File: src/verilog/ebw_pkg.sv
// Constants and types shared by the wait-state and bank-switch block
package ebw_pkg;

   // ------------------------------------------------------------
   // Register indices (byte address is four times the index)
   // ------------------------------------------------------------
   localparam logic [6:0] WAIT_CONFIG_IDX = 7'h28;  // ext_wait_config
   localparam logic [6:0] MULT_CTRL_IDX = 7'h2b;  // wait_multiplier_control
   localparam logic [6:0] BANK_CTRL_IDX = 7'h29;  // bank_switch_control
   localparam int SUB_B_ADDR_BIT = 9;  // Byte address bit picking set B

   // ------------------------------------------------------------
   // Reset values and writable bit masks
   // ------------------------------------------------------------
   localparam logic [15:0] WAIT_CONFIG_RESET = 16'h7fff;
   localparam logic [15:0] MULT_CTRL_RESET = 16'h0000;
   localparam logic [15:0] BANK_CTRL_RESET = 16'hf800;
   localparam logic [15:0] WAIT_CONFIG_WMASK = 16'hffff;
   localparam logic [15:0] MULT_CTRL_WMASK = 16'h0001;
   localparam logic [15:0] BANK_CTRL_WMASK = 16'hf805;

   // ------------------------------------------------------------
   // Field positions
   // ------------------------------------------------------------
   localparam int EXT_PROG_BIT = 15; // extended_prog_range_select
   localparam int IO_LSB = 12;       // I/O base count
   localparam int DATA_HI_LSB = 9;   // Upper data base count
   localparam int DATA_LO_LSB = 6;   // Lower data base count
   localparam int PROG_HI_LSB = 3;   // Upper program base count
   localparam int PROG_LO_LSB = 0;   // Program base count
   localparam int BASE_WIDTH = 3;    // Width of one base count
   localparam int DOUBLE_BIT = 0;    // wait_double_select
   localparam int MASK_LSB = 12;     // bank_compare_mask
   localparam int TURN_BIT = 11;     // read_turnaround_enable
   localparam int HOLD_BIT = 2;      // Bus holder enable
   localparam int OFF_BIT = 0;       // ext_bus_off

   // ------------------------------------------------------------
   // Counts, space codes, bus answers
   // ------------------------------------------------------------
   localparam logic [3:0] MAX_WAIT = 4'he;   // Doubled 7
   localparam logic [3:0] MIN_WAIT = 4'h1;
   localparam logic [1:0] SPACE_PROG = 2'h0;
   localparam logic [1:0] SPACE_DATA = 2'h1;
   localparam logic [1:0] SPACE_IO = 2'h2;
   localparam logic [1:0] RESP_OKAY = 2'h0;
   localparam logic [1:0] RESP_SLVERR = 2'h2;

   // Access sequencer states
   typedef enum logic [1:0] {ST_IDLE, ST_GAP, ST_WAIT} ebw_state_type;

endpackage

File: src/verilog/ebw_timing_if.sv
// Interface between the access sequencer and the wait-state timer
`timescale 1ns/1ps
`default_nettype none
interface ebw_timing_if;
   logic start;             // One-cycle pulse: begin a bus cycle
   logic [3:0] wait_count;  // Wait cycles for that bus cycle
   logic done;              // One-cycle pulse: last wait cycle
   logic busy;              // Timer is counting

   modport ctrl (output start, output wait_count, input done, input busy);
   modport timer (input start, input wait_count, output done, output busy);
endinterface
`default_nettype wire

File: src/verilog/ebw_wait_bank.sv
// Wait-state generator and bank-switch sequencer with AXI4-Lite registers
`timescale 1ns/1ps
`default_nettype none

// Operation
// - Stretch bus cycles up to fourteen wait states
// - Every external access gets at least one wait
// - Selected subsystem's wait register governs the bus
// - Low bits hold five 3-bit base counts
// - Reset gives seven waits, multiplier cleared
// - Bits 14-12 time all I/O accesses
// - Bits 11-9 time upper data accesses
// - Bits 8-6 time lower data accesses
// - Bits 5-3 time upper program unless extended
// - Bits 2-0 time lower or all program
// - Bit 15 selects extended program range, resets 0
// - Multiplier bit doubles the base count
// - Multiplier bit 0; upper bits read zero
// - Idle cycle on bank crossing within program or data space
// - Idle cycle program-to-data or program page change
// - Selected subsystem's bank register sets bank size
// - Four-bit mask picks compared address MSBs
// - Optional idle cycle between program/data reads
// - Bus-off idles bus after current cycle
module ebw_wait_bank
   import ebw_pkg::*;
#(
   parameter int ADDR_WIDTH = 12
) (
   // Clock and reset
   input wire logic clock,
   input wire logic rst,
   // AXI4-Lite register slave
   input wire logic [ADDR_WIDTH-1:0] s_axi_awaddr,
   input wire logic s_axi_awvalid,
   output logic s_axi_awready,
   input wire logic [31:0] s_axi_wdata,
   input wire logic [3:0] s_axi_wstrb,
   input wire logic s_axi_wvalid,
   output logic s_axi_wready,
   output logic [1:0] s_axi_bresp,
   output logic s_axi_bvalid,
   input wire logic s_axi_bready,
   input wire logic [ADDR_WIDTH-1:0] s_axi_araddr,
   input wire logic s_axi_arvalid,
   output logic s_axi_arready,
   output logic [31:0] s_axi_rdata,
   output logic [1:0] s_axi_rresp,
   output logic s_axi_rvalid,
   input wire logic s_axi_rready,
   // Subsystem select pin, asynchronous
   input wire logic subsystem_select,
   // CPU access request
   input wire logic acc_valid,
   output logic acc_ready,
   input wire logic [1:0] acc_space,
   input wire logic acc_read,
   input wire logic [17:0] acc_addr,
   output logic acc_done,
   // External bus
   output logic ext_strobe,
   output logic ext_idle,
   output logic [17:0] ext_addr,
   output logic [1:0] ext_space,
   output logic ext_drive_enable,
   output logic bus_hold_enable
);

   // ------------------------------------------------------------
   // Checks
   // ------------------------------------------------------------
   // Refused at elaboration: the decode needs address bits 9:2
   if (ADDR_WIDTH < 10) begin : g_addr_check
      $error("ADDR_WIDTH must cover both register sets");
   end

   // ------------------------------------------------------------
   // Register sets, index 0 subsystem A, index 1 subsystem B
   // ------------------------------------------------------------
   logic [15:0] wait_cfg [2];   // ext_wait_config
   logic [15:0] mult_ctrl [2];  // wait_multiplier_control
   logic [15:0] bank_ctrl [2];  // bank_switch_control
   logic sel_meta;              // First synchroniser stage
   logic sel_sync;              // Selected subsystem, clock domain
   logic aw_held;               // Write address captured
   logic [ADDR_WIDTH-1:0] aw_addr;
   logic w_held;                // Write data captured
   logic [15:0] w_data;
   logic [1:0] w_strb;
   logic do_write;              // Both halves present, response free
   logic wr_hit;                // Write address is mapped
   logic [15:0] rd_value;
   logic rd_hit;

   // Register lookup by byte address
   function automatic logic [15:0] reg_value(
      input logic [ADDR_WIDTH-1:0] addr,
      input logic [15:0] wc [2],
      input logic [15:0] mc [2],
      input logic [15:0] bc [2],
      output logic hit);
      logic sub;
      logic [6:0] idx;
      logic [15:0] value;
      sub = addr[SUB_B_ADDR_BIT];
      idx = addr[8:2];
      value = 16'h0000;
      hit = (addr[1:0] == 2'h0) && (addr >> 10 == 0);
      case (idx)
         WAIT_CONFIG_IDX: value = wc[sub];
         MULT_CTRL_IDX: value = mc[sub];
         BANK_CTRL_IDX: value = bc[sub];
         default: hit = 1'b0;
      endcase
      return value;
   endfunction

   // Merge strobed bytes into writable bits only
   function automatic logic [15:0] merge(
      input logic [15:0] old,
      input logic [15:0] data,
      input logic [1:0] strb,
      input logic [15:0] wmask);
      logic [15:0] lanes;
      lanes = {{8{strb[1]}}, {8{strb[0]}}} & wmask;
      return (old & ~lanes) | (data & lanes);
   endfunction

   // Pin passes two flip-flops before use
   always_ff @(posedge clock or posedge rst) begin
      if (rst) begin
         sel_meta <= 1'b0;
         sel_sync <= 1'b0;
      end else begin
         sel_meta <= subsystem_select;
         sel_sync <= sel_meta;
      end
   end

   // ------------------------------------------------------------
   // AXI4-Lite write channel
   // ------------------------------------------------------------
   assign s_axi_awready = !aw_held;
   assign s_axi_wready = !w_held;
   assign do_write = aw_held && w_held && !s_axi_bvalid;

   // Address and data are taken in either order
   always_ff @(posedge clock or posedge rst) begin
      if (rst) begin
         aw_held <= 1'b0;
         aw_addr <= '0;
         w_held <= 1'b0;
         w_data <= 16'h0000;
         w_strb <= 2'h0;
      end else begin
         if (s_axi_awvalid && !aw_held) begin
            aw_held <= 1'b1;
            aw_addr <= s_axi_awaddr;
         end else if (do_write) begin
            aw_held <= 1'b0;
         end
         if (s_axi_wvalid && !w_held) begin
            w_held <= 1'b1;
            w_data <= s_axi_wdata[15:0];
            w_strb <= s_axi_wstrb[1:0];
         end else if (do_write) begin
            w_held <= 1'b0;
         end
      end
   end

   // Write response one cycle after both halves are held
   always_ff @(posedge clock or posedge rst) begin
      if (rst) begin
         s_axi_bvalid <= 1'b0;
         s_axi_bresp <= RESP_OKAY;
      end else if (do_write) begin
         s_axi_bvalid <= 1'b1;
         s_axi_bresp <= wr_hit ? RESP_OKAY : RESP_SLVERR;
      end else if (s_axi_bready) begin
         s_axi_bvalid <= 1'b0;
      end
   end

   // Register update; unmapped writes change nothing
   always_ff @(posedge clock or posedge rst) begin
      if (rst) begin
         for (int i = 0; i < 2; i++) begin
            wait_cfg[i] <= WAIT_CONFIG_RESET;
            mult_ctrl[i] <= MULT_CTRL_RESET;
            bank_ctrl[i] <= BANK_CTRL_RESET;
         end
      end else if (do_write && wr_hit) begin
         case (aw_addr[8:2])
            WAIT_CONFIG_IDX: wait_cfg[aw_addr[SUB_B_ADDR_BIT]] <= merge(
               wait_cfg[aw_addr[SUB_B_ADDR_BIT]], w_data, w_strb,
               WAIT_CONFIG_WMASK);
            MULT_CTRL_IDX: mult_ctrl[aw_addr[SUB_B_ADDR_BIT]] <= merge(
               mult_ctrl[aw_addr[SUB_B_ADDR_BIT]], w_data, w_strb,
               MULT_CTRL_WMASK);
            BANK_CTRL_IDX: bank_ctrl[aw_addr[SUB_B_ADDR_BIT]] <= merge(
               bank_ctrl[aw_addr[SUB_B_ADDR_BIT]], w_data, w_strb,
               BANK_CTRL_WMASK);
            default: ;
         endcase
      end
   end

   // Decode hits for both channels
   always_comb begin
      void'(reg_value(aw_addr, wait_cfg, mult_ctrl, bank_ctrl, wr_hit));
      rd_value = reg_value(s_axi_araddr, wait_cfg, mult_ctrl, bank_ctrl,
         rd_hit);
   end

   // ------------------------------------------------------------
   // AXI4-Lite read channel
   // ------------------------------------------------------------
   assign s_axi_arready = !s_axi_rvalid;

   // Read data one cycle after the address; upper bits read zero
   always_ff @(posedge clock or posedge rst) begin
      if (rst) begin
         s_axi_rvalid <= 1'b0;
         s_axi_rdata <= 32'h00000000;
         s_axi_rresp <= RESP_OKAY;
      end else if (s_axi_arvalid && !s_axi_rvalid) begin
         s_axi_rvalid <= 1'b1;
         s_axi_rdata <= {16'h0000, rd_value};
         s_axi_rresp <= rd_hit ? RESP_OKAY : RESP_SLVERR;
      end else if (s_axi_rready) begin
         s_axi_rvalid <= 1'b0;
      end
   end

   // ------------------------------------------------------------
   // Active configuration and wait count
   // ------------------------------------------------------------
   logic [15:0] cfg_wait;      // Governing set, chosen by the pin
   logic [15:0] cfg_bank;
   logic cfg_double;
   logic [2:0] base;
   logic [3:0] next_count;
   logic need_gap;
   logic take;
   ebw_state_type state;
   logic [3:0] pend_count;     // Count kept across an idle cycle
   logic prev_valid;           // An earlier access exists
   logic [1:0] prev_space;
   logic prev_read;
   logic [17:0] prev_addr;
   logic off_active;           // Bus released
   logic [3:0] bank_mask;

   assign cfg_wait = wait_cfg[sel_sync];
   assign cfg_bank = bank_ctrl[sel_sync];
   assign cfg_double = mult_ctrl[sel_sync][DOUBLE_BIT];
   assign bank_mask = cfg_bank[MASK_LSB +: 4];
   assign bus_hold_enable = cfg_bank[HOLD_BIT];

   // Range decode picks one base count
   always_comb begin
      case (acc_space)
         SPACE_IO: base = cfg_wait[IO_LSB +: BASE_WIDTH];
         SPACE_DATA: begin
            if (acc_addr[15]) begin
               base = cfg_wait[DATA_HI_LSB +: BASE_WIDTH];
            end else begin
               base = cfg_wait[DATA_LO_LSB +: BASE_WIDTH];
            end
         end
         default: begin
            if (!cfg_wait[EXT_PROG_BIT] && acc_addr[15]) begin
               base = cfg_wait[PROG_HI_LSB +: BASE_WIDTH];
            end else begin
               base = cfg_wait[PROG_LO_LSB +: BASE_WIDTH];
            end
         end
      endcase
   end

   // Doubling gives at most fourteen; zero is raised to one
   always_comb begin
      next_count = cfg_double ? {base, 1'b0} : {1'b0, base};
      if (next_count == 4'h0) begin
         next_count = MIN_WAIT;
      end
   end

   // Turnaround idle cycle decision against the previous access
   always_comb begin
      logic same_mem;
      logic bank_cross;
      logic page_cross;
      logic space_cross;
      logic read_turn;
      same_mem = (acc_space == prev_space) && (acc_space != SPACE_IO);
      bank_cross = same_mem && ((acc_addr[15:12] & bank_mask) !=
         (prev_addr[15:12] & bank_mask));
      page_cross = (acc_space == SPACE_PROG) && same_mem &&
         (acc_addr[17:16] != prev_addr[17:16]);
      space_cross = (prev_space == SPACE_PROG) &&
         (acc_space == SPACE_DATA);
      read_turn = cfg_bank[TURN_BIT] && acc_read && prev_read &&
         (((prev_space == SPACE_PROG) && (acc_space == SPACE_DATA)) ||
         ((prev_space == SPACE_DATA) && (acc_space == SPACE_PROG)));
      need_gap = prev_valid &&
         (bank_cross || page_cross || space_cross || read_turn);
   end

   // ------------------------------------------------------------
   // Access sequencer
   // ------------------------------------------------------------
   ebw_timing_if tif ();

   ebw_wait_timer #(
      .COUNT_WIDTH(4)
   ) u_timer (
      .clock(clock),
      .rst(rst),
      .tif(tif)
   );

   // New access only when idle and the bus is not switched off
   assign acc_ready = (state == ST_IDLE) && !off_active &&
      !cfg_bank[OFF_BIT];
   assign take = acc_valid && acc_ready;
   assign tif.start = (take && !need_gap) || (state == ST_GAP);
   assign tif.wait_count = (state == ST_GAP) ? pend_count : next_count;
   assign acc_done = tif.done;

   // State: idle, optional turnaround cycle, wait cycles
   always_ff @(posedge clock or posedge rst) begin
      if (rst) begin
         state <= ST_IDLE;
      end else begin
         case (state)
            ST_IDLE: begin
               if (take) begin
                  state <= need_gap ? ST_GAP : ST_WAIT;
               end
            end
            ST_GAP: state <= ST_WAIT;  // One idle cycle only
            ST_WAIT: begin
               if (tif.done) begin
                  state <= ST_IDLE;
               end
            end
            default: state <= ST_IDLE;
         endcase
      end
   end

   // Remember the access for the next turnaround decision
   always_ff @(posedge clock or posedge rst) begin
      if (rst) begin
         prev_valid <= 1'b0;
         prev_space <= SPACE_PROG;
         prev_read <= 1'b0;
         prev_addr <= 18'h00000;
         pend_count <= MIN_WAIT;
      end else if (take) begin
         prev_valid <= 1'b1;
         prev_space <= acc_space;
         prev_read <= acc_read;
         prev_addr <= acc_addr;
         pend_count <= next_count;
      end
   end

   // External bus outputs, registered
   always_ff @(posedge clock or posedge rst) begin
      if (rst) begin
         ext_strobe <= 1'b0;
         ext_idle <= 1'b0;
         ext_addr <= 18'h00000;
         ext_space <= SPACE_PROG;
      end else begin
         ext_idle <= take && need_gap;
         if (tif.start) begin
            ext_strobe <= 1'b1;
         end else if (tif.done) begin
            ext_strobe <= 1'b0;
         end
         if (take) begin
            ext_addr <= acc_addr;
            ext_space <= acc_space;
         end
      end
   end

   // Bus-off takes effect only between bus cycles
   always_ff @(posedge clock or posedge rst) begin
      if (rst) begin
         off_active <= 1'b0;
      end else if (state == ST_IDLE && !take) begin
         off_active <= cfg_bank[OFF_BIT];
      end
   end
   assign ext_drive_enable = !off_active;

   // ------------------------------------------------------------
   // Assertions
   // ------------------------------------------------------------
   a_wait_at_least: assert property (
      @(posedge clock) disable iff (rst)
      tif.start |-> (tif.wait_count >= MIN_WAIT))
      else $error("bus cycle started with no wait state");

   a_wait_ceiling: assert property (
      @(posedge clock) disable iff (rst)
      tif.start |-> (tif.wait_count <= MAX_WAIT))
      else $error("wait count above fourteen");

   a_reset_seven_waits: assert property (
      @(posedge clock)
      $past(rst) |-> (wait_cfg[0] == WAIT_CONFIG_RESET) &&
         (mult_ctrl[1] == MULT_CTRL_RESET))
      else $error("registers not at reset value after reset");

   a_mult_reserved_zero: assert property (
      @(posedge clock) disable iff (rst)
      (mult_ctrl[0][15:1] == 15'h0000) && (mult_ctrl[1][15:1] == 15'h0000))
      else $error("multiplier register reserved bits not zero");

   a_io_count_double: assert property (
      @(posedge clock) disable iff (rst)
      take && !need_gap && acc_space == SPACE_IO && cfg_double &&
      cfg_wait[IO_LSB +: 3] != 3'h0 |->
      tif.wait_count == {cfg_wait[IO_LSB +: 3], 1'b0})
      else $error("I/O count not doubled");

   a_gap_one_cycle: assert property (
      @(posedge clock) disable iff (rst)
      take && need_gap |=> (state == ST_GAP) ##1 (state == ST_WAIT))
      else $error("turnaround is not exactly one idle cycle");

   a_read_turnaround: assert property (
      @(posedge clock) disable iff (rst)
      take && prev_valid && cfg_bank[TURN_BIT] && acc_read && prev_read &&
      prev_space == SPACE_DATA && acc_space == SPACE_PROG |=>
      state == ST_GAP)
      else $error("no idle cycle between data and program reads");

   a_bus_off_idle: assert property (
      @(posedge clock) disable iff (rst)
      state == ST_IDLE && !take && cfg_bank[OFF_BIT] |=>
      !ext_drive_enable && !acc_ready)
      else $error("bus not released when switched off");

   a_done_ends_strobe: assert property (
      @(posedge clock) disable iff (rst)
      tif.done |=> !ext_strobe && state == ST_IDLE)
      else $error("bus cycle did not complete after last wait");

endmodule
`default_nettype wire

File: src/verilog/ebw_wait_timer.sv
// Wait-state down counter that holds one external bus cycle
`timescale 1ns/1ps
`default_nettype none
module ebw_wait_timer
   import ebw_pkg::*;
#(
   parameter int COUNT_WIDTH = 4
) (
   // Clock and reset
   input wire logic clock,
   input wire logic rst,
   // Sequencer side
   ebw_timing_if.timer tif
);

   // ------------------------------------------------------------
   // Checks
   // ------------------------------------------------------------
   // Refused at elaboration: the sequencer hands over four bits
   if (COUNT_WIDTH != 4) begin : g_width_check
      $error("COUNT_WIDTH must match the 4-bit wait count");
   end

   logic [COUNT_WIDTH-1:0] remaining;  // Wait cycles still to run
   logic [COUNT_WIDTH-1:0] loaded;     // Count of the current cycle
   logic [COUNT_WIDTH-1:0] elapsed;    // Helper for the timing check

   // Busy from start until the last wait cycle
   always_ff @(posedge clock or posedge rst) begin
      if (rst) begin
         tif.busy <= 1'b0;
      end else if (tif.start) begin
         tif.busy <= 1'b1;
      end else if (tif.done) begin
         tif.busy <= 1'b0;
      end
   end

   // Down counter; the sequencer never starts while busy
   always_ff @(posedge clock or posedge rst) begin
      if (rst) begin
         remaining <= '0;
      end else if (tif.start) begin
         remaining <= tif.wait_count;
      end else if (tif.busy) begin
         remaining <= remaining - 1'b1;
      end
   end

   // Last wait cycle ends the access
   assign tif.done = tif.busy && (remaining == 4'h1);

   // Helper: cycles spent in the current bus cycle
   always_ff @(posedge clock or posedge rst) begin
      if (rst) begin
         elapsed <= '0;
         loaded <= '0;
      end else if (tif.start) begin
         elapsed <= 4'h1;
         loaded <= tif.wait_count;
      end else if (tif.busy) begin
         elapsed <= elapsed + 1'b1;
      end
   end

   a_done_after_count: assert property (
      @(posedge clock) disable iff (rst)
      tif.done |-> (elapsed == loaded))
      else $error("bus cycle did not last its wait count");

endmodule
`default_nettype wire

File: config.mk
export PLATFORM = sky130hd
export DESIGN_NAME = ebw_wait_bank
export DESIGN_NICKNAME = d
export VERILOG_FILES = /design/src/verilog/ebw_pkg.sv /design/src/verilog/ebw_timing_if.sv /design/src/verilog/ebw_wait_bank.sv /design/src/verilog/ebw_wait_timer.sv
export SDC_FILE = /design/constraint.sdc
export NUM_CORES = 1
export LEC_CHECK = 0
export ABC_AREA = 1
export BUFFER_PORTS_ARGS = -buffer_cell sky130_fd_sc_hd__buf_2
export CAP_MARGIN = 20
export CELL_PAD_IN_SITES_DETAIL_PLACEMENT = 0
export CELL_PAD_IN_SITES_GLOBAL_PLACEMENT = 1
export CORE_UTILIZATION = 38
export DETAILED_ROUTE_END_ITERATION = 7
export PLACE_DENSITY_LB_ADDON = 0.1
export SYNTH_ARGS = -nofsm -noshare
export SYNTH_HDL_FRONTEND = slang
export SYNTH_SLANG_ARGS = --single-unit
File: constraint.sdc
create_clock -name clock -period 15.1 [get_ports clock]
set_input_delay 3.02 -clock clock [delete_from_list [all_inputs] [get_ports clock]]
set_output_delay 3.02 -clock clock [all_outputs]
set_load 0.1 [all_outputs]
* Word level (Yosys, flattened, before mapping)
Cells that the tools add are included.
Word-level totals: flip-flop bits (word level) 187, input port bits 90, logic and storage cells 187
Cells by class: add/sub/neg operators 1, $lt $le $gt $ge 4, equality and inequality tests 18, mux-type cells 58, bitwise logic cells 17, reduce and logical (&&, ||, !) cells 61
Operators by type and width (number):
- 16-bit 2-to-1 mux | 25
- 32-bit bitwise mux | 3
- 16-bit AND | 5
- 32-bit zero test | 2
- 16-bit OR | 3
- 16-bit case mux with 3 select lines | 1
- 7-bit by 6-bit equality test with 1-bit output, second input constant | 6
- 16-bit inverter | 2
- 1-bit logical AND | 27
- 4-bit 2-to-1 mux | 5
- 16-bit by 1-bit AND with 16-bit output | 1
- 16-bit demux with 1-bit select | 1
- 1-bit inverter with 16-bit output | 1
- 1-bit 2-to-1 mux | 14
- 2-bit nonzero test | 6
- 2-bit zero test | 5
- 2-bit 2-to-1 mux | 5
- 1-bit zero test | 9
- 4-bit AND | 2
- 2-bit AND reduction | 4
- 2-bit by 1-bit equality test with 1-bit output, second input constant | 3
- 2-bit >= comparator, second input constant | 3
- 3-bit 2-to-1 mux | 2
- 2-bit inequality test, second input constant | 3
- 13 further kinds | 21

* Longest topological paths before layout
Gate-level depths: netlist of the first run.
depth after elaboration 15, gate-level depth with buffers 17

* By module
A second synthesis of the first run with hierarchy kept.
Second synthesis, totals: cell total of the unflattened synthesis 1027, area, all modules 9053.7 µm²
By module, submodules not included:
- ebw_wait_bank | times used 1, cells an instance 989, area each 8763.4 µm², sequential area each 4580.6 µm²
- ebw_wait_timer | times used 1, cells an instance 38, area each 290.3 µm², sequential area each 125.1 µm²

* Worst setup path after synthesis of the first run
OpenSTA, ideal clock, no wires.
path kind reg2out, from reg sel_sync, to out bus_hold_enable, data arrival time 2.874 ns, required time 12.080 ns, setup slack 9.206 ns, cell stages (with the launch flop) 5, buffers on the path 3, cell sequence dfrtp_1 -> buf_6 -> buf_12 -> buf_12 -> o21ai_0
On the way: word-level cells in the longest chain between the ends 4
Ends and longest elaborated chain:
- from (decl) | RTL line ebw_wait_bank.sv:84 | logic sel_sync;
- from (signal assigned) | RTL line ebw_wait_bank.sv:136 | sel_sync <= sel_meta;
- 1-bit inverter with 2-bit output (implied by the code) | RTL line ebw_wait_bank.sv:256 | assign cfg_bank = bank_ctrl[sel_sync];
- 16-bit 2-to-1 mux (implied by the code) (3 in series) | RTL line ebw_wait_bank.sv:256
- to (decl) | RTL line ebw_wait_bank.sv:66 | output logic bus_hold_enable
Every way passes these cells. The select of a mux whose other input is x is not followed.

* Worst setup path in the final report of the first run
from reg sel_sync, to out acc_ready
On the way: word-level cells in the longest chain between the ends 6
Ends and longest elaborated chain:
- 1-bit inverter with 2-bit output (implied by the code) | RTL line ebw_wait_bank.sv:256
- 16-bit 2-to-1 mux (implied by the code) (3 in series) | RTL line ebw_wait_bank.sv:256
- 1-bit zero test | RTL line ebw_wait_bank.sv:326 | !cfg_bank[OFF_BIT];
- 1-bit logical AND | RTL line ebw_wait_bank.sv:325 | assign acc_ready = (state == ST_IDLE) && !off_active &&
- to (decl) | RTL line ebw_wait_bank.sv:55 | output logic acc_ready,
Every way passes these cells. The select of a mux whose other input is x is not followed.

==> results of run 1 <==
final cells by class:
cell class	instances	area [um2]
fillers	2386	13200
clock buffers	17	425
multi-input cells	729	3590
well taps	319	399
inverters	68	263
clock inverters	15	160
repair buffers	130	676
flip-flops and latches	185	4680
per-stage QoR:
stage | hold WS, ns | power (W) | util [%]
floorplan | 0.331 | 0.00119 | -
global placement | 0.343 | 0.00132 | 41.1
detailed placement | 0.350 | 0.00132 | 41.1
CTS | 0.367 | 0.00178 | 43.6
global route | 0.374 | 0.00185 | 43.6
finish | 0.365 | 0.00175 | 43.6
cells in the mapped netlist (16+ instances only):
library cell / number
buf_4: 23
nor2_1: 48
mux2_2: 26
clkbuf_1: 76
o21ai_0: 91
dfrtp_1: 144
o21ai_2: 16
inv_1: 65
nand2_1: 381
a21oi_1: 32
nand3_1: 37
dfstp_2: 41
metal layers:
metal | track usage (%) | part of all wire, % | vias up | routed length, um
met5 | 0 | 0 | - | 0
met4 | 5.60 | 1.2 | 0 | 256
met3 | 3.14 | 3.6 | 18 | 783
li1 | - | - | 3471 | -
met2 | 28.3 | 45 | 151 | 9680
met1 | 27.1 | 50 | 3091 | 10900
critical path, cell delays in order (launching register included):
cell and delay (ns):
dfrtp_1 0.33, buf_4 0.37, o21ai_1 0.23, nor3_2 0.21, buf_2 0.47
how the worst max path moves through the flow:
stage	end	slack, ns
5_1_grt	acc_ready	9.87
3_5_place_dp	s_axi_rdata[0]	10.06
3_3_place_gp	s_axi_rdata[1]	10.06
2_1_floorplan	aw_addr[0]	7.12
6_report	acc_ready	10.04
4_1_cts	acc_ready	9.97
flip-flops by register name, indices dropped and copies added, names as in the netlist, 2 cells and up:
register,flops
aw_addr,12
bank_ctrl,32
mult_ctrl,32
pend_count,4
prev_addr,18
prev_space,2
s_axi_rdata,16
state,2
u_timer.remaining,4
w_data,16
w_strb,2
wait_cfg,32
placed cells by master (no fill, tap or decap), types with 5 or more instances in the layout:
cell,n
nand2_2,5
inv_1,64
clkbuf_16,17
o21a_1,14
dfrtp_1,144
inv_6,5
nand2_1,381
o21ai_2,16
conb_1,18
a21oi_1,32
nor2_1,48
buf_2,120
nand3_1,37
a22o_1,9
o21ai_1,5
o21ai_0,91
ha_1,5
buf_4,10
mux2_2,26
dfstp_2,41
where the power goes:
group	internal, W	switching [W]	total [W]	leakage [nW]
registers	0.000583	0.0000576	0.000640	2.29
clock network	0.000235	0.000213	0.000447	0.288
logic	0.000160	0.000507	0.000666	2.37
logic make-up after synthesis:
| family | count (synthesis) | share of synthesized area (%) |
|---|---|---|
| AO/OA/AOI/OAI | 179 | 11.7 |
| XOR/XNOR | 4 | 0.388 |
| adder cells (fa/ha/maj) | 5 | 0.693 |
| buffers and inverters | 181 | 9.11 |
| flip-flops | 185 | 51.9 |
| multiplexers | 28 | 3.47 |
| other | 1 | 0.0416 |
| AND/OR/NAND/NOR | 495 | 22.8 |
==> flow_summary.toml, run 1 <==
[synth]
synthArstFlopShare_pct = 100
synth.cell_area_um2 = 9020
seq_area_frac_synth_pct = 51.9
yosys_warnings = 0
synth_top_cell_area_share_pct = 39.9
synth_edf_count = 0
synth.area.top_cells = "dfrtp_1, nand2_1, dfstp_2"
synthFlopType = "dfrtp_1"
synth_top_cell_by_area = "dfrtp_1"
ys_ff_latch = 185
syn_avg_cell_area_um2 = 8.37
postSynthCellCount = 1078
synth.distinct_cells = 45

[setup_path]
critPathKind = "reg -> out"
cp-end-kind = "output port"
rrSetupSlack_ns = 12.68
r2r_end = "u_timer.remaining[3]"
rr_worst_depth = 11
path_max_fanout = 38
startpoint_type = "flip-flop"
r2r-start = "sel_sync"
required_ns = 12.08
crit_arrival_ns = 2.04
startpoint = "sel_sync"

[layout]
fin_cells = 1463
final_nets = 1226
areaGrowthSynthToFinish_pct = 13.0
antenna_cells = 0
final_cell_area_um2 = 10200
drive_gt1_share_pct = 23.6

[clock_tree]
cts_root_buf = "clkbuf_16"
postCtsHoldBufs = 0
cts-resized-gates = 0
cts-htree-levels = 4
cts_buffer_depth = 2
cts_buffers = 17
cts_tree = "done"
insertion_delay_ns = 0.43
postCtsSetupRepairBufs = 0
path_clk_slew_ns = 0.07
cts.sinks = 185

[placed_design]
hpwl_um = 14400
placed_cells = 1431
dpl_cell_area_um2 = 9610
pre_cts_slack_ns = 10.06
routabilityCongestion = 0.793
io_buffers = 120

[timing]
worst_slack_ns = 10.04
drv_slew = 0
fin_skew_ns = 0.0128
clock.fmax_mhz = 198
period_minus_slack_ns = 5.06
setup_tns_ns = 0
worst_pin_slew_ns = 0.912
setup_violations = 0
slew_headroom_pct = 39.0
hold_viol_final = 0
fin_crit_sh_pct = 33.5
rsz0062_at_grt = "false"

[min_path]
worstHoldEndpoint = "sel_sync"
hp-class = "reg -> reg"
holdCritStartpoint = "sel_meta"
worst_hold_path.num_cells = 0

[detailed_routing]
remaining_drc_errors = 0
wl_per_cell_um = 14.8
drt_iter0_drc = 455
first_pass_iters = 5
route.vias.total = 6731
totalWireLength_um = 21600
drtAntennaViolNets = 0
viasPerCell = 4.60

[floorplanning]
die_w_um = 156
initial_utilization_pct = 38.6
fp.dieH_um = 156
core.rowCount = 56
io_pins = 157
dieArea_um2 = 24400
core_um2 = 23400

[status]
status = "completed"

[global_routing]
grt_max_degree = 121
grt_pass1_vias = 6461
overflow = 0
antenna_found_initial = 0
track_usage_pct = 18.7
grt_pass1_wl_um = 35000

[pwr]
p_per_area_nw_per_um2 = 172
ir_drop_mv = 0.111
leakagePower_nw = 4.95

[job]
maxCapViolCount = 0
(Power assumes the default switching activity.)
==> inputs of run 2 (changes only) <==
clock period = 4.4 ns   (was 15.1 ns; I/O delays follow)
==> flow_summary.toml, run 2 (synthesis results as in run 1) <==
[floorplanning]
dieArea_um2 = 24400
io_pins = 157
initial_utilization_pct = 38.6
fp.dieH_um = 156
core_um2 = 23400
core.rowCount = 56
die_w_um = 156

[setup_path]
critPathKind = "reg -> out"
r2r_end = "u_timer.remaining[1]"
cp-end-kind = "output port"
crit_arrival_ns = 2.16
path_max_fanout = 21
rrSetupSlack_ns = 1.96
startpoint_type = "flip-flop"
r2r-start = "sel_sync"
rr_worst_depth = 15
required_ns = 3.52

[timing]
drv_slew = 0
fin_crit_sh_pct = 69.1
hold_viol_final = 0
rsz0062_at_grt = "false"
worst_pin_slew_ns = 1.05
slew_headroom_pct = 29.9
fin_skew_ns = 0.00914
setup_tns_ns = 0
setup_violations = 0
clock.fmax_mhz = 329
period_minus_slack_ns = 3.04
whs_ns = 0.356

[placed_design]
io_buffers = 120
routabilityCongestion = 0.748
dpl_cell_area_um2 = 9640
hpwl_um = 14500

[min_path]
worstHoldEndpoint = "sel_sync"
holdCritStartpoint = "sel_meta"
hp-class = "reg -> reg"
worst_hold_path.num_cells = 0

[clock_tree]
postCtsHoldBufs = 0
path_clk_slew_ns = 0.07
insertion_delay_ns = 0.43
cts.sinks = 185
cts-htree-levels = 4
cts_buffers = 17
cts_tree = "done"
cts_root_buf = "clkbuf_16"
cts-resized-gates = 0
cts_buffer_depth = 2
postCtsSetupRepairBufs = 0

[global_routing]
grt_busiest_layer = "met2"
gr-usage-met1_pct = 27.6
grt_max_degree = 186
grt_pass1_wl_um = 35200
grt_pass1_vias = 6402
grtUsageMet2_pct = 28.6
overflow = 0
use_met3_pct = 2.75
antenna_found_initial = 0
track_usage_pct = 18.8

[detailed_routing]
remaining_drc_errors = 0
viasPerCell = 4.65
drtAntennaViolNets = 0
route.vias.total = 6819
drt_iter0_drc = 477
totalWireLength_um = 21700
wl_per_cell_um = 14.8
first_pass_iters = 5

[pwr]
leakagePower_nw = 4.95
p_per_area_nw_per_um2 = 587
ir_drop_mv = 0.420

[job]
maxCapViolCount = 0

[layout]
seq_area_um2 = 4680
final_common_cell = "nand2_1"
drive_gt1_share_pct = 23.7
reg_top3 = "bank_ctrl x32, mult_ctrl x32, wait_cfg x32"
final_cell_area_um2 = 10200
final_nets = 1229
antenna_cells = 0
multi_input_comb_area_um2 = 3590
final_cell_mix = "nand2_1, dfrtp_1, buf_2"
fillers = 2447
areaGrowthSynthToFinish_pct = 13.1

[status]
status = "completed"
-- run 2: cell count changes in the layout (fill, tap and decap cells not counted), moves of 2 or more --
| cell | previous run | this run |
|---|---|---|
| clkinv_8 | 2 | 0 |
| buf_4 | 10 | 12 |
| clkbuf_8 | 0 | 3 |
| clkinvlp_4 | 1 | 3 |
| clkinv_2 | 3 | 0 |
-- run 2: per-stage QoR --
stage | setup WS [ns] | total power, W | utilization [%] | cells
5_1_grt | 1.18 | 0.00636 | 43.6 | 1465
4_1_cts | 1.29 | 0.00608 | 43.6 | 1465
3_5_place_dp | 1.67 | 0.00455 | 41.2 | 1434
3_3_place_gp | 1.68 | 0.00454 | 41.2 | 1434
2_1_floorplan | 0.646 | 0.00409 | - | 1095
6_report | 1.36 | 0.00600 | 43.6 | 1465
-- run 2: final cells by class --
cell class                      count  share of cell area (%)
Timing Repair Buffer              133                    6.96
Multi-Input combinational cell    729                    35.2
Clock buffer                       20                    4.57
Clock inverter                     11                   0.993
Tap cell                          319                    3.91
Sequential cell                   185                    45.9
Inverter                           68                    2.54
-- run 2: routing by layer --
| layer | part of all wire (%) | vias up |
|---|---|---|
| li1 | - | 3489 |
| met3 | 3.7 | 13 |
| met5 | 0 | - |
| met4 | 0.93 | 0 |
| met2 | 45 | 145 |
| met1 | 50 | 3172 |
-- run 2: where the power goes --
group / internal [W] / switching (W) / total [W] / leakage, nW
clock network: 0.000789 / 0.000711 / 0.00150 / 0.277
logic: 0.000551 / 0.00175 / 0.00230 / 2.39
registers: 0.00200 / 0.000199 / 0.00220 / 2.29
-- run 2: worst max path at each step --
stage | from | endpoint | slack, ns | cells past startpoint
6_report | sel_sync | acc_ready | 1.36 | 3
5_1_grt | sel_sync | acc_ready | 1.18 | 3
4_1_cts | sel_sync | acc_ready | 1.29 | 3
3_5_place_dp | s_axi_araddr[4] | s_axi_rdata[0] | 1.67 | 10
3_3_place_gp | s_axi_araddr[4] | s_axi_rdata[0] | 1.68 | 10
2_1_floorplan | sel_sync | bus_hold_enable | 0.65 | 4
-- run 2: critical path, cell delays in order (launching register included) --
cell and delay, ns:
dfrtp_1 0.78, o21ai_1 0.29, nor3_2 0.21, buf_2 0.46
==> inputs of run 3 (changes only) <==
clock period = 2.7 ns   (was 4.4 ns; I/O delays follow)
==> flow_summary.toml, run 3 (synthesis results as in run 1) <==
[setup_path]
crit_buf_inv = 2
critPathKind = "reg -> out"
path_max_fanout = 34
slowest_delay_ns = 0.46
required_ns = 2.16
startpoint = "sel_sync"
rr_worst_depth = 9
path_depth = 4
startpoint_type = "flip-flop"
cp-end-kind = "output port"
crit_arrival_ns = 1.77
cp_cell_sequence = "buf_12 -> nand2_1 -> o21ai_1 -> buf_2"
r2r-start = "state[0]"
slowest_stage = "dfrtp_1"
cp_top_family = "buffers and inverters"

[layout]
final_cell_mix = "nand2_1, dfrtp_1, buf_2"
fillers = 2370
reg_top3 = "bank_ctrl x32, mult_ctrl x32, wait_cfg x32"
antenna_cells = 0
final_core_util_pct = 44.3
fin_cells = 1476
final_common_cell = "nand2_1"
areaGrowthSynthToFinish_pct = 14.9
drive_gt1_share_pct = 24.5
final_nets = 1239

[clock_tree]
cts-resized-gates = 0
cts_root_buf = "clkbuf_16"
path_clk_slew_ns = 0.07
cts_buffers = 17
cts.sinks = 185
cts_tree = "done"
postCtsSetupRepairBufs = 0
insertion_delay_ns = 0.44
postCtsHoldBufs = 0
cts-htree-levels = 4
cts_buffer_depth = 2

[floorplanning]
dieArea_um2 = 24400
initial_utilization_pct = 38.6
io_pins = 157
die_w_um = 156
core_um2 = 23400
core.rowCount = 56
fp.dieH_um = 156

[placed_design]
hpwl_um = 15200
io_buffers = 120
routabilityCongestion = 0.765
placed_cells = 1444

[detailed_routing]
route.vias.total = 6748
wl_per_cell_um = 14.7
first_pass_iters = 5
remaining_drc_errors = 0
viasPerCell = 4.57
drt_iter0_drc = 372
drtAntennaViolNets = 0
totalWireLength_um = 21700

[pwr]
p_sw_w = 0.00434
sw_frac_of_total_pct = 43.7
p_int_w = 0.00558
clockPowerShare_pct = 26.0
ir_drop_mv = 0.675
pwr-share-seq_pct = 36.0
p_comb_share_pct = 38.1
leakagePower_nw = 5.03
p_per_area_nw_per_um2 = 956

[timing]
worst_pin_slew_ns = 0.801
fin_skew_ns = 0.0102
fin_crit_sh_pct = 85.4
slew_headroom_pct = 46.5
hold_viol_final = 0
setup_violations = 0
setup_tns_ns = 0
drv_slew = 0
rsz0062_at_grt = "false"
period_minus_slack_ns = 2.31
clock.fmax_mhz = 434

[global_routing]
grt_pass1_wl_um = 34800
grt_max_degree = 55
track_usage_pct = 18.7
grt_pass1_vias = 6305
overflow = 0
antenna_found_initial = 0

[min_path]
hp-class = "in -> async"

[job]
maxCapViolCount = 0

[status]
status = "completed"
## run 3: final timing paths
| path | end | slack (ns) |
|---|---|---|
| worst max-delay path | bus_hold_enable | 0.39 |
| worst min-delay path | w_data[7] | 0.16 |
| worst max register to register | u_timer.remaining[3] | 0.74 |
| worst min register to register | sel_sync | 0.35 |
| max in group asynchronous | bank_ctrl[13] | 1.84 |
| min in group clock | sel_meta | 0.22 |
## run 3: power by group through the flow
stage / Sequential [W] / Combinational, W / Clock [W]
2_1_floorplan: 0.00469 / 0.00198 / 0
3_3_place_gp: 0.00361 / 0.00380 / 0
3_5_place_dp: 0.00362 / 0.00381 / 0
4_1_cts: 0.00358 / 0.00382 / 0.00265
5_1_grt: 0.00365 / 0.00410 / 0.00276
6_report: 0.00357 / 0.00377 / 0.00257
## run 3: through the flow
| step | hold WS [ns] | area [um2] | power [W] | setup slack, ns |
|---|---|---|---|---|
| 2_1_floorplan | 0.331 | 9100 | 0.00667 | -0.185 |
| 3_3_place_gp | 0.343 | 9770 | 0.00741 | 0.592 |
| 3_5_place_dp | 0.346 | 9770 | 0.00744 | 0.587 |
| 4_1_cts | 0.160 | 10400 | 0.0100 | 0.344 |
| 5_1_grt | 0.177 | 10400 | 0.0105 | 0.293 |
| 6_report | 0.161 | 10400 | 0.00992 | 0.395 |
## run 3: final cells by class
class	count	area, um2	share of cell area [%]
Inverter	68	259	2.50
Clock inverter	13	150	1.45
Sequential cell	185	4680	45.1
Timing Repair Buffer	143	838	8.08
Tap cell	319	399	3.85
Multi-Input combinational cell	729	3590	34.6
Clock buffer	19	453	4.37
## run 3: routing by layer
metal	share of wire, %	wire length, um	up-vias	global-route usage (%)
met3	3.3	719	19	2.78
met2	43	9360	140	27.6
li1	-	-	3497	-
met4	1.2	265	0	5.32
met5	0	0	-	0
met1	52	11300	3092	28.1
